## config.mk

```make
export PLATFORM = sky130hd
export DESIGN_NAME = mpt_timer
export DESIGN_NICKNAME = d
export VERILOG_FILES = /design/src/logic/mpt_chain.v /design/src/logic/mpt_timer.v
export VERILOG_INCLUDE_DIRS = /design/src /design/src/logic
export SDC_FILE = /design/constraint.sdc
export NUM_CORES = 1
export LEC_CHECK = 0
export BUFFER_PORTS_ARGS = -buffer_cell sky130_fd_sc_hd__buf_2
export CAP_MARGIN = 20
export CORE_MARGIN = 4
export CORE_UTILIZATION = 26
export CTS_CLUSTER_SIZE = 25
export DETAILED_ROUTE_END_ITERATION = 10
export GPL_TIMING_DRIVEN = 1
export SYNTH_ARGS = -nofsm -noshare
export SYNTH_HDL_FRONTEND = slang
export SYNTH_SLANG_ARGS = --single-unit
```

## constraint.sdc

```tcl
create_clock -name clk_i -period 3.9 [get_ports clk_i]
set_input_delay 0.39 -clock clk_i [delete_from_list [all_inputs] [get_ports clk_i]]
set_output_delay 0.39 -clock clk_i [all_outputs]
set_load 0.05 [all_outputs]
```

## src/logic/mpt_defines.vh

```
// constants for the multifunction periodic timer
`ifndef MPT_DEFINES_VH
`define MPT_DEFINES_VH

// register indices; the bus byte address is four times the index
`define MPT_IDX_CTRL 6'h08
`define MPT_IDX_COUNT 6'h09
`define MPT_IDX_ISTAT 6'h0a
`define MPT_IDX_IMASK 6'h0b

// timer_ctrl_status bit positions
`define MPT_B_OVF_FLAG 7
`define MPT_B_PER_FLAG 6
`define MPT_B_OVF_IE 5
`define MPT_B_PER_IE 4
`define MPT_B_OVF_CLR 3
`define MPT_B_PER_CLR 2
`define MPT_B_RATE_HI 1
`define MPT_B_RATE_LO 0

// interrupt status and mask bit positions
`define MPT_I_OVF 0
`define MPT_I_PER 1

// reset values
`define MPT_RATE_RST 2'h3
`define MPT_MASK_RST 2'h0
`define MPT_CNT_RST 15'h0000
`define MPT_PRE_RST 2'h0
`define MPT_WDOG_RST 3'h0

// chain geometry: prescaler of four, 15 stages, 8 readable, taps from stage 11
`define MPT_PRE_LAST 2'h3
`define MPT_LOW_LAST 8'hff
`define MPT_TAP_BASE 11
`define MPT_NUM_TAPS 4

// the watchdog times out on the eighth periodic tap
`define MPT_WDOG_LAST 3'h7

`endif

```

## src/logic/mpt_chain.v

```verilog
// prescaler and 15-stage counter chain with overflow and periodic taps
`timescale 1ns/1ps
`include "mpt_defines.vh"

module mpt_chain (
    input wire clk_i,           // system clock
    input wire nrst_i,          // async reset, active low
    input wire clear_i,         // synchronous clear of prescaler and stages
    output reg [14:0] count_o,  // counter stages
    output reg ovf_o,           // pulse: low eight stages wrapped
    output reg [3:0] tap_o      // pulses: carry out of stages 11..14
);

    reg [1:0] pre_reg;
    wire adv;
    wire [3:0] tap_next;

    // the counter only moves on the prescaler wrap, i.e. every fourth clock
    assign adv = (pre_reg == `MPT_PRE_LAST);

    // one carry tap per periodic rate, each one stage longer than the last
    genvar g;
    generate
        for (g = 0; g < `MPT_NUM_TAPS; g = g + 1) begin : g_tap
            assign tap_next[g] = adv & (&count_o[`MPT_TAP_BASE + g:0]);
        end
    endgenerate

    always @(posedge clk_i or negedge nrst_i) begin
        if (!nrst_i) begin
            pre_reg <= `MPT_PRE_RST;
            count_o <= `MPT_CNT_RST;
            ovf_o <= 1'b0;
            tap_o <= 4'h0;
        end else if (clear_i) begin
            pre_reg <= `MPT_PRE_RST;
            count_o <= `MPT_CNT_RST;
            ovf_o <= 1'b0;
            tap_o <= 4'h0;
        end else begin
            pre_reg <= pre_reg + 2'h1;
            if (adv) begin
                count_o <= count_o + 15'h0001;
            end
            ovf_o <= adv & (count_o[7:0] == `MPT_LOW_LAST);
            tap_o <= tap_next;
        end
    end

endmodule // mpt_chain

```

## src/logic/mpt_timer.v

```verilog
// multifunction periodic timer: avalon slave, flags, interrupts, watchdog feed
//
// How it works
// - prescale by four, then 15-stage counter
// - low eight stages readable as count register
// - overflow flag on low byte wrap
// - rate select picks one of four taps
// - periodic flag on tap, request if enabled
// - overflow request only when enable set
// - write one clears overflow flag, reads zero
// - write one clears periodic flag, reads zero
// - flags ignore direct writes
// - reset clears flags, enables; rate slowest
// - selected tap clocks watchdog chain
// - stop clears counter, flags and enables
// - wait keeps counting; enabled requests wake
//
// The Avalon-MM register port was chosen for this implementation.
`timescale 1ns/1ps
`include "mpt_defines.vh"

module mpt_timer (
    input wire clk_i,                   // system clock, 100 MHz
    input wire nrst_i,                  // async reset, active low
    input wire [7:0] avs_address_i,     // avalon byte address
    input wire avs_read_i,              // avalon read
    input wire avs_write_i,             // avalon write
    input wire [31:0] avs_writedata_i,  // avalon write data
    input wire [3:0] avs_byteenable_i,  // avalon byte enables
    output reg [31:0] avs_readdata_o,   // avalon read data
    output reg avs_waitrequest_o,       // avalon waitrequest
    input wire stop_i,                  // stop mode level from the core
    input wire wait_i,                  // wait mode level from the core
    input wire wdog_service_i,          // pulse: watchdog serviced
    output reg irq_o,                   // level: unmasked status bit set
    output reg overflow_req_o,          // level: overflow request
    output reg periodic_req_o,          // level: periodic request
    output reg wake_o,                  // level: enabled request during wait
    output reg periodic_tick_o,         // pulse: selected tap fired
    output reg wdog_timeout_o           // pulse: watchdog chain expired
);

    // bus handshake states, one-hot
    localparam ST_IDLE = 2'b01;
    localparam ST_ACK = 2'b10;

    // register byte addresses
    localparam [7:0] A_CTRL = {`MPT_IDX_CTRL, 2'b00};
    localparam [7:0] A_COUNT = {`MPT_IDX_COUNT, 2'b00};
    localparam [7:0] A_ISTAT = {`MPT_IDX_ISTAT, 2'b00};
    localparam [7:0] A_IMASK = {`MPT_IDX_IMASK, 2'b00};

    reg [1:0] state_reg;
    reg [1:0] state_next;
    reg overflow_flag_reg;
    reg periodic_flag_reg;
    reg overflow_irq_enable_reg;
    reg periodic_irq_enable_reg;
    reg [1:0] rate_sel_reg;
    reg [1:0] istat_reg;
    reg [1:0] imask_reg;
    reg [1:0] istat_cap_reg;
    reg istat_rd_reg;
    reg [2:0] wdog_cnt_reg;

    reg overflow_flag_next;
    reg periodic_flag_next;
    reg [1:0] istat_next;
    reg [2:0] wdog_cnt_next;
    reg [7:0] rd_mux;

    wire [14:0] count;
    wire ovf_ev;
    wire [3:0] taps;
    wire per_ev;
    wire req;
    wire take;
    wire wr_ctrl;
    wire wr_imask;
    wire [7:0] ctrl_view;

    mpt_chain u_chain (
        .clk_i(clk_i),
        .nrst_i(nrst_i),
        .clear_i(stop_i),
        .count_o(count),
        .ovf_o(ovf_ev),
        .tap_o(taps)
    );

    assign per_ev = taps[rate_sel_reg];

    // a request is taken at the edge that ends the one low-waitrequest cycle
    assign req = avs_read_i | avs_write_i;
    assign take = req & (state_reg == ST_ACK);
    assign wr_ctrl = take & avs_write_i & avs_byteenable_i[0] & (avs_address_i == A_CTRL);
    assign wr_imask = take & avs_write_i & avs_byteenable_i[0] & (avs_address_i == A_IMASK);

    assign ctrl_view = {overflow_flag_reg, periodic_flag_reg,
                        overflow_irq_enable_reg, periodic_irq_enable_reg,
                        1'b0, 1'b0, rate_sel_reg};

    // handshake: one wait cycle, then one answer cycle
    always @* begin
        state_next = state_reg;
        case (state_reg)
            ST_IDLE: begin
                if (req) begin
                    state_next = ST_ACK;
                end
            end
            ST_ACK: begin
                state_next = ST_IDLE;
            end
            default: begin
                state_next = ST_IDLE;
            end
        endcase
    end

    // read mux; unmapped addresses read zero
    always @* begin
        rd_mux = 8'h00;
        if (avs_address_i == A_CTRL) begin
            rd_mux = ctrl_view;
        end else if (avs_address_i == A_COUNT) begin
            rd_mux = count[7:0];
        end else if (avs_address_i == A_ISTAT) begin
            rd_mux = {6'h00, istat_reg};
        end else if (avs_address_i == A_IMASK) begin
            rd_mux = {6'h00, imask_reg};
        end
    end

    // flag next values: a hardware set in the same cycle beats a clear
    always @* begin
        overflow_flag_next = overflow_flag_reg;
        periodic_flag_next = periodic_flag_reg;
        if (wr_ctrl && avs_writedata_i[`MPT_B_OVF_CLR]) begin
            overflow_flag_next = 1'b0;
        end
        if (wr_ctrl && avs_writedata_i[`MPT_B_PER_CLR]) begin
            periodic_flag_next = 1'b0;
        end
        if (ovf_ev) begin
            overflow_flag_next = 1'b1;
        end
        if (per_ev) begin
            periodic_flag_next = 1'b1;
        end
        if (stop_i) begin
            overflow_flag_next = 1'b0;
            periodic_flag_next = 1'b0;
        end
    end

    // sticky status: a read clears only the bits it returned
    always @* begin
        istat_next = istat_reg;
        if (istat_rd_reg) begin
            istat_next = istat_reg & ~istat_cap_reg;
        end
        istat_next[`MPT_I_OVF] = istat_next[`MPT_I_OVF] | ovf_ev;
        istat_next[`MPT_I_PER] = istat_next[`MPT_I_PER] | per_ev;
        if (stop_i) begin
            istat_next = 2'h0;
        end
    end

    // watchdog chain counts selected taps; service or stop restarts it
    always @* begin
        wdog_cnt_next = wdog_cnt_reg;
        if (stop_i || wdog_service_i) begin
            wdog_cnt_next = `MPT_WDOG_RST;
        end else if (per_ev) begin
            wdog_cnt_next = wdog_cnt_reg + 3'h1;
        end
    end

    // bus slave registers
    always @(posedge clk_i or negedge nrst_i) begin
        if (!nrst_i) begin
            state_reg <= ST_IDLE;
            avs_waitrequest_o <= 1'b1;
            avs_readdata_o <= 32'h00000000;
            istat_cap_reg <= 2'h0;
            istat_rd_reg <= 1'b0;
        end else begin
            state_reg <= state_next;
            // waitrequest falls only for the answer cycle
            avs_waitrequest_o <= (state_next != ST_ACK);
            istat_rd_reg <= 1'b0;
            if (state_reg == ST_IDLE && req) begin
                avs_readdata_o <= {24'h000000, rd_mux};
                // remember what the read returns so later events survive the clear
                istat_cap_reg <= istat_reg;
            end
            if (take && avs_read_i && avs_address_i == A_ISTAT) begin
                istat_rd_reg <= 1'b1;
            end
        end
    end

    // control state
    always @(posedge clk_i or negedge nrst_i) begin
        if (!nrst_i) begin
            overflow_flag_reg <= 1'b0;
            periodic_flag_reg <= 1'b0;
            overflow_irq_enable_reg <= 1'b0;
            periodic_irq_enable_reg <= 1'b0;
            rate_sel_reg <= `MPT_RATE_RST;
            istat_reg <= 2'h0;
            imask_reg <= `MPT_MASK_RST;
            wdog_cnt_reg <= `MPT_WDOG_RST;
        end else begin
            overflow_flag_reg <= overflow_flag_next;
            periodic_flag_reg <= periodic_flag_next;
            istat_reg <= istat_next;
            wdog_cnt_reg <= wdog_cnt_next;
            if (stop_i) begin
                overflow_irq_enable_reg <= 1'b0;
                periodic_irq_enable_reg <= 1'b0;
            end else if (wr_ctrl) begin
                overflow_irq_enable_reg <= avs_writedata_i[`MPT_B_OVF_IE];
                periodic_irq_enable_reg <= avs_writedata_i[`MPT_B_PER_IE];
            end
            if (wr_ctrl) begin
                rate_sel_reg <= {avs_writedata_i[`MPT_B_RATE_HI],
                                 avs_writedata_i[`MPT_B_RATE_LO]};
            end
            if (wr_imask) begin
                imask_reg <= {avs_writedata_i[`MPT_I_PER], avs_writedata_i[`MPT_I_OVF]};
            end
        end
    end

    // registered outputs; each lags its cause by one clock
    always @(posedge clk_i or negedge nrst_i) begin
        if (!nrst_i) begin
            irq_o <= 1'b0;
            overflow_req_o <= 1'b0;
            periodic_req_o <= 1'b0;
            wake_o <= 1'b0;
            periodic_tick_o <= 1'b0;
            wdog_timeout_o <= 1'b0;
        end else begin
            irq_o <= |(istat_reg & imask_reg);
            overflow_req_o <= overflow_flag_reg & overflow_irq_enable_reg;
            periodic_req_o <= periodic_flag_reg & periodic_irq_enable_reg;
            wake_o <= wait_i & ((overflow_flag_reg & overflow_irq_enable_reg) |
                                (periodic_flag_reg & periodic_irq_enable_reg));
            periodic_tick_o <= per_ev;
            // eighth tap expires; a rate change shifts the timeout
            wdog_timeout_o <= per_ev & ~stop_i & ~wdog_service_i &
                              (wdog_cnt_reg == `MPT_WDOG_LAST);
        end
    end

endmodule // mpt_timer

```

==> results of run 1 <==
## kinds of logic (layout without fill, tap and decap cells)
kind of cell	Yosys count	count (layout)	share of synthesized area, %
simple gates	83	83	18.22
mux	21	21	9.707
other cells	1	24	0.1372
flops	55	55	50.55
xor+xnor	5	5	1.603
fa+ha+maj	4	4	1.832
compound gates	37	37	8.288
buf+inv	44	52	9.661
## path summary, 6_finish.rpt
check	to	slack [ns]	depth (start not counted)
max in group asynchronous	avs_waitrequest_o$_DFF_PN1_	2.99	2
worst min-delay path	state_reg[1]$_DFF_PN0_	0.09	1
min in group clk_i	overflow_flag_reg$_DFFE_PN0P_	0.26	2
worst max-delay path	u_chain.count_o[12]$_DFFE_PN0P_	1.88	4
worst min register to register	u_chain.pre_reg[0]$_DFF_PN0_	0.44	1
worst max register to register	u_chain.count_o[12]$_DFFE_PN0P_	1.88	4
## synthesized netlist by cell type
library cell  count  area [um2]
a21oi_1          10       50.05
a22o_1            1       8.760
a311oi_1          1       8.760
and2_1            2       12.51
buf_1             1       3.750
buf_2             1       5.000
buf_4            24       180.2
buf_6             1       11.26
clkbuf_1         10       37.54
conb_1            1       3.750
dfrtp_1          51        1276
dfstp_2           4       105.1
ha_1              4       50.05
inv_1             7       26.28
mux2_2           10       112.6
mux2_4            1       15.01
mux2i_1           7       70.07
mux4_2            3       67.56
nand2_1           9       33.78
nand2b_1          1       6.260
nand3_1           8       40.04
nand4_1           7       43.79
nand4_2           1       12.51
nand4_4           1       21.27
nor2_1           17       63.81
nor2b_1           7       43.79
nor3_1            7       35.03
nor3b_1           2       15.01
nor4_1            5       31.28
nor4b_1           2       17.52
nor4b_2           1       15.01
nor4bb_1          1       10.01
o21a_1            1       7.510
o21ai_0          12       60.06
o31ai_1          11       82.58
o41ai_1           1       8.760
or2_2             2       12.51
or3_1             3       18.77
or4_1             3       22.52
or4_4             1       11.26
or4b_1            2       20.02
or4bb_1           1       11.26
xnor2_1           2       17.52
xor2_1            3       26.28
## layout by cell type (no fill, tap or decap), types with 7 or more instances in the layout
master   count
nand3_1      8
inv_1        7
nor2b_1      7
nor3_1       7
nand4_1      7
a21oi_1     10
nand2_1      9
o31ai_1     11
nor2_1      17
buf_2       36
dfrtp_1     51
mux2_2      10
o21ai_0     12
mux2i_1      7
conb_1      24
## cell type report
cell class,instances,area (um2),share of cell area [%]
Sequential cell,55,1381,45.30
Tap cell,136,170.2,5.581
Clock buffer,6,72.57,2.380
Inverter,7,26.28,0.8617
Timing Repair Buffer,37,187.7,6.155
Clock inverter,2,37.54,1.231
Multi-Input combinational cell,174,1174,38.49
## through the flow
step	hold slack, ns	instances	area, um2
after floorplan	0.09441	273	2819
after global placement	0.4138	409	2939
after detailed placement	0.4332	409	2939
after CTS	0.1058	417	3049
after global routing	0.1400	417	3049
final	0.08954	417	3049
## per-layer routing
layer  vias to the layer above  global-route usage (%)  routed length, um  share of wire [%]
met2                        63                   13.88               2571                 48
li1                        904                       -                  -                  -
met5                         -                       0                  0                  0
met3                         4                   2.849                358                6.7
met4                         0                   2.299                 30               0.56
met1                       916                   11.55               2412                 45
## where the power goes
part	total (mW)	internal, mW	switching (mW)
clock	0.371	0.192	0.179
sequential	0.605	0.593	0.0116
combinational	0.174	0.0382	0.136
total	1.15	0.823	0.327
==> impl_metrics.json, run 1 <==
{
  "grt_pass1_vias": 1810,
  "grt_pass1_wl_um": 8873,
  "r2r_start": "u_chain.pre_reg[0]$_DFF_PN0_",
  "via_per_inst": 4.525,
  "critical_path.cell_chain": "ha_1, nand4_4, or4_4, mux2_4",
  "max_stage_delay_ns": 0.61,
  "antenna_found_initial": 0,
  "coreArea_um2": 10280,
  "port_buffers": 36,
  "skew_ns": 0.007441,
  "syn_area_per_cell_um2": 10.93,
  "num-fill-cells": 1084,
  "remaining_drc_errors": 0,
  "finalSetupTns_ns": 0,
  "crit_buf_inv": 0,
  "cp_top_family": "simple AND/OR/NAND/NOR gates",
  "fmax_mhz": 494.1,
  "post-route-min-period_ns": 2.024,
  "cts_buffers": 5,
  "finalHoldViolations": 0,
  "critPathLaunchType": "flip-flop",
  "num_rows": 37,
  "dieHeight_um": 110.5,
  "rsz0062_at_grt": "no",
  "slew_headroom_pct": 54.73,
  "routedWlPerCell_um": 12.88,
  "die_x_um": 110.5,
  "drive_gt1_share_pct": 24.20,
  "status": "finished clean",
  "maxCapViolCount": 0,
  "place_congestion": 0.7804,
  "cts_setup_buffers": 0,
  "netlist_area_um2": 2733,
  "postCtsHoldBufs": 0,
  "reg_top3": "u_chain.count_o x15, avs_readdata_o x8, u_chain.tap_o x4",
  "grt_usage_pct": 8.759,
  "power_leakage_nw": 1.381,
  "overflow": 0,
  "pin_count": 90,
  "ant_nets": 0,
  "clock-sinks": 55,
  "required_ns": 4.09,
  "first_pass_iters": 4,
  "fin_ws_ns": 1.876,
  "finalSetupViolCount": 0,
  "hpwl_um": 4024,
  "grt_max_degree": 38,
  "ys_types": 44,
  "power_density_nw_per_um2": 377.1,
  "design.die.area_um2": 12210,
  "cts_resized": 0,
  "peakVddDrop_mv": 0.1449,
  "worst_path_max_delay_cell": "or4_4",
  "finalNetCount": 335,
  "cp-startpoint": "u_chain.pre_reg[0]$_DFF_PN0_",
  "top_register": "u_chain.count_o",
  "area_growth_pct": 11.58,
  "pre_cts_ws_ns": 1.820,
  "initial_utilization_pct": 26.59,
  "drt_iter0_drc": 85,
  "cts.reportedPaths.clkPinSlew_ns": 0.09,
  "final_util_pct": 29.67,
  "clock_latency_ns": 0.30,
  "path_max_fanout": 16,
  "vias": 1887,
  "tritoncts": "built",
  "drv_slew": 0,
  "syn_inst": 250,
  "wirelength_um": 5373,
  "ys_seq_area_share_pct": 50.55,
  "hold_path_class": "primary input to async pin",
  "h-tree-depth": 2,
  "timing.final.crit_share_pct": 51.89,
  "largest_register_ffs": 15,
  "crit_type": "flip-flop to flip-flop",
  "worst_slew_pin_slew_ns": 0.6790,
  "yosys_warnings": 0,
  "cts-root-buf": "clkbuf_8",
  "n_antenna_cell": 0,
  "clock_tree.buffer_depth": 2,
  "finalPower_mw": 1.150,
  "worstPathArrival_ns": 2.22,
  "cp-end-kind": "flip-flop",
  "ys_ff_latch": 55
}
Note: power is estimated with default switching activity, not from simulation.
==> run 2, diff against run 1 <==
clock period = 1.66 ns   (was 3.9 ns; I/O delays follow)
==> impl_metrics.json, run 2 (same netlist as run 1, synthesis figures left out) <==
{
  "status": "complete, but fails checks",
  "violations": "negative setup slack",
  "grt_pass1_vias": 1963,
  "met3_usage_pct": 2.959,
  "power_leakage_nw": 1.538,
  "finalHoldViolations": 0,
  "grt_usage_pct": 9.773,
  "finalSetupViolCount": 1,
  "cts_setup_buffers": 0,
  "pin_count": 90,
  "final_util_pct": 32.59,
  "top_usage_layer": "met2",
  "critPathLaunchType": "flip-flop",
  "peakVddDrop_mv": 0.4316,
  "cts.reportedPaths.clkPinSlew_ns": 0.10,
  "cp-end-kind": "flip-flop",
  "reg_top3": "u_chain.count_o x15, avs_readdata_o x8, u_chain.tap_o x4",
  "via_per_inst": 4.444,
  "fmax_mhz": 601.7,
  "tritoncts": "built",
  "slew_headroom_pct": 60.63,
  "path_max_fanout": 2,
  "finalPower_mw": 2.777,
  "wirelength_um": 5878,
  "seq_area_um2": 1381,
  "remaining_drc_errors": 0,
  "timing.final.crit_share_pct": 100.1,
  "worst_slew_pin_slew_ns": 0.5906,
  "finalNetCount": 360,
  "fin_ws_ns": -0.001848,
  "top_register": "u_chain.count_o",
  "finalSetupTns_ns": -0.001848,
  "rsz0062_at_grt": "yes",
  "hold_path_class": "primary input to flip-flop",
  "power_density_nw_per_um2": 829.2,
  "final_cell_mix": "51 x dfrtp_1, 36 x buf_2, 24 x conb_1",
  "routedWlPerCell_um": 13.33,
  "clock-sinks": 55,
  "first_pass_iters": 4,
  "clock_tree.buffer_depth": 2,
  "cts-root-buf": "clkbuf_8",
  "cts_buffers": 5,
  "antenna_found_initial": 0,
  "crit_type": "flip-flop to flip-flop",
  "port_buffers": 36,
  "largest_register_ffs": 15,
  "design.die.area_um2": 12210,
  "grt_pass1_wl_um": 9853,
  "maxCapViolCount": 0,
  "area_growth_pct": 22.57,
  "grt_util_met1_pct": 12.33,
  "num-fill-cells": 1060,
  "clock_latency_ns": 0.30,
  "grt_max_degree": 30,
  "drive_gt1_share_pct": 34.75,
  "drv_slew": 0,
  "ant_nets": 0,
  "final_common_cell": "dfrtp_1",
  "required_ns": 1.86,
  "post-route-min-period_ns": 1.662,
  "hpwl_um": 4458,
  "n_antenna_cell": 0,
  "die_x_um": 110.5,
  "skew_ns": 0.006961,
  "vias": 1960,
  "multiInputGateArea_um2": 1280,
  "initial_utilization_pct": 26.59,
  "worstPathArrival_ns": 1.86,
  "coreArea_um2": 10280,
  "use_met2_pct": 16.06,
  "h-tree-depth": 2,
  "num_rows": 37,
  "place_congestion": 0.8058,
  "dieHeight_um": 110.5,
  "overflow": 0,
  "drt_iter0_drc": 76
}
-- run 2: worst paths after layout --
check | startpoint | end | slack, ns | cells past startpoint
worst max-delay path | state_reg[0]$_DFF_PN1_ | imask_reg[1]$_DFFE_PN0P_ | -0.002 | 4
worst min-delay path | avs_writedata_i[3] | overflow_flag_reg$_DFFE_PN0P_ | 0.05 | 2
worst max register to register | state_reg[0]$_DFF_PN1_ | imask_reg[1]$_DFFE_PN0P_ | -0.002 | 4
worst min register to register | u_chain.pre_reg[0]$_DFF_PN0_ | u_chain.pre_reg[0]$_DFF_PN0_ | 0.48 | 1
max in group asynchronous | nrst_i | rate_sel_reg[0]$_DFFE_PN1N_ | 0.64 | 3
min in group asynchronous | nrst_i | periodic_irq_enable_reg$_DFFE_PN0P_ | 0.36 | 2
-- run 2: layout make-up --
cell class | instances | share of cell area, %
Timing Repair Buffer | 62 | 11.51
Inverter | 7 | 0.7845
Sequential cell | 55 | 41.24
Clock inverter | 2 | 1.121
Clock buffer | 5 | 2.055
Multi-Input combinational cell | 174 | 38.21
Tap cell | 136 | 5.080
-- run 2: critical path, cell delays in order (launching register included) --
cell	delay (ns)
dfstp_2	0.38
or4b_4	0.54
nor3_4	0.22
buf_6	0.14
mux2_4	0.29
-- run 2: power breakdown --
group | leakage (nW) | total, mW | switching, mW | internal, mW
Clock | 0.0502 | 0.871 | 0.429 | 0.442
Sequential | 0.751 | 1.41 | 0.0207 | 1.39
Combinational | 0.737 | 0.493 | 0.345 | 0.149
-- run 2: what timing repair did --
action	4_1_cts	5_1_grt
hold endpoints to repair	17	0
pin swaps	1	2
gates resized for setup	2	17
hold buffers	1	0
endpoints found under the setup margin	5	14
-- run 2: per-layer routing --
layer  vias to the layer above  part of all wire, %
met3                         6                  5.2
li1                        953                    -
met1                       959                   45
met5                         -                    0
met4                         0                  1.3
met2                        42                   48
-- run 2: per-stage QoR --
step | cells | area (um2) | hold WS [ns] | worst slack [ns]
2_1_floorplan | 273 | 2830 | -0.1296 | -0.1223
3_3_place_gp | 433 | 3124 | 0.1629 | -0.1375
4_1_cts | 441 | 3256 | 0.04188 | 0.008556
6_report | 441 | 3349 | 0.04526 | -0.001848
3_5_place_dp | 433 | 3124 | 0.1673 | -0.1582
5_1_grt | 441 | 3349 | 0.04047 | -0.02541
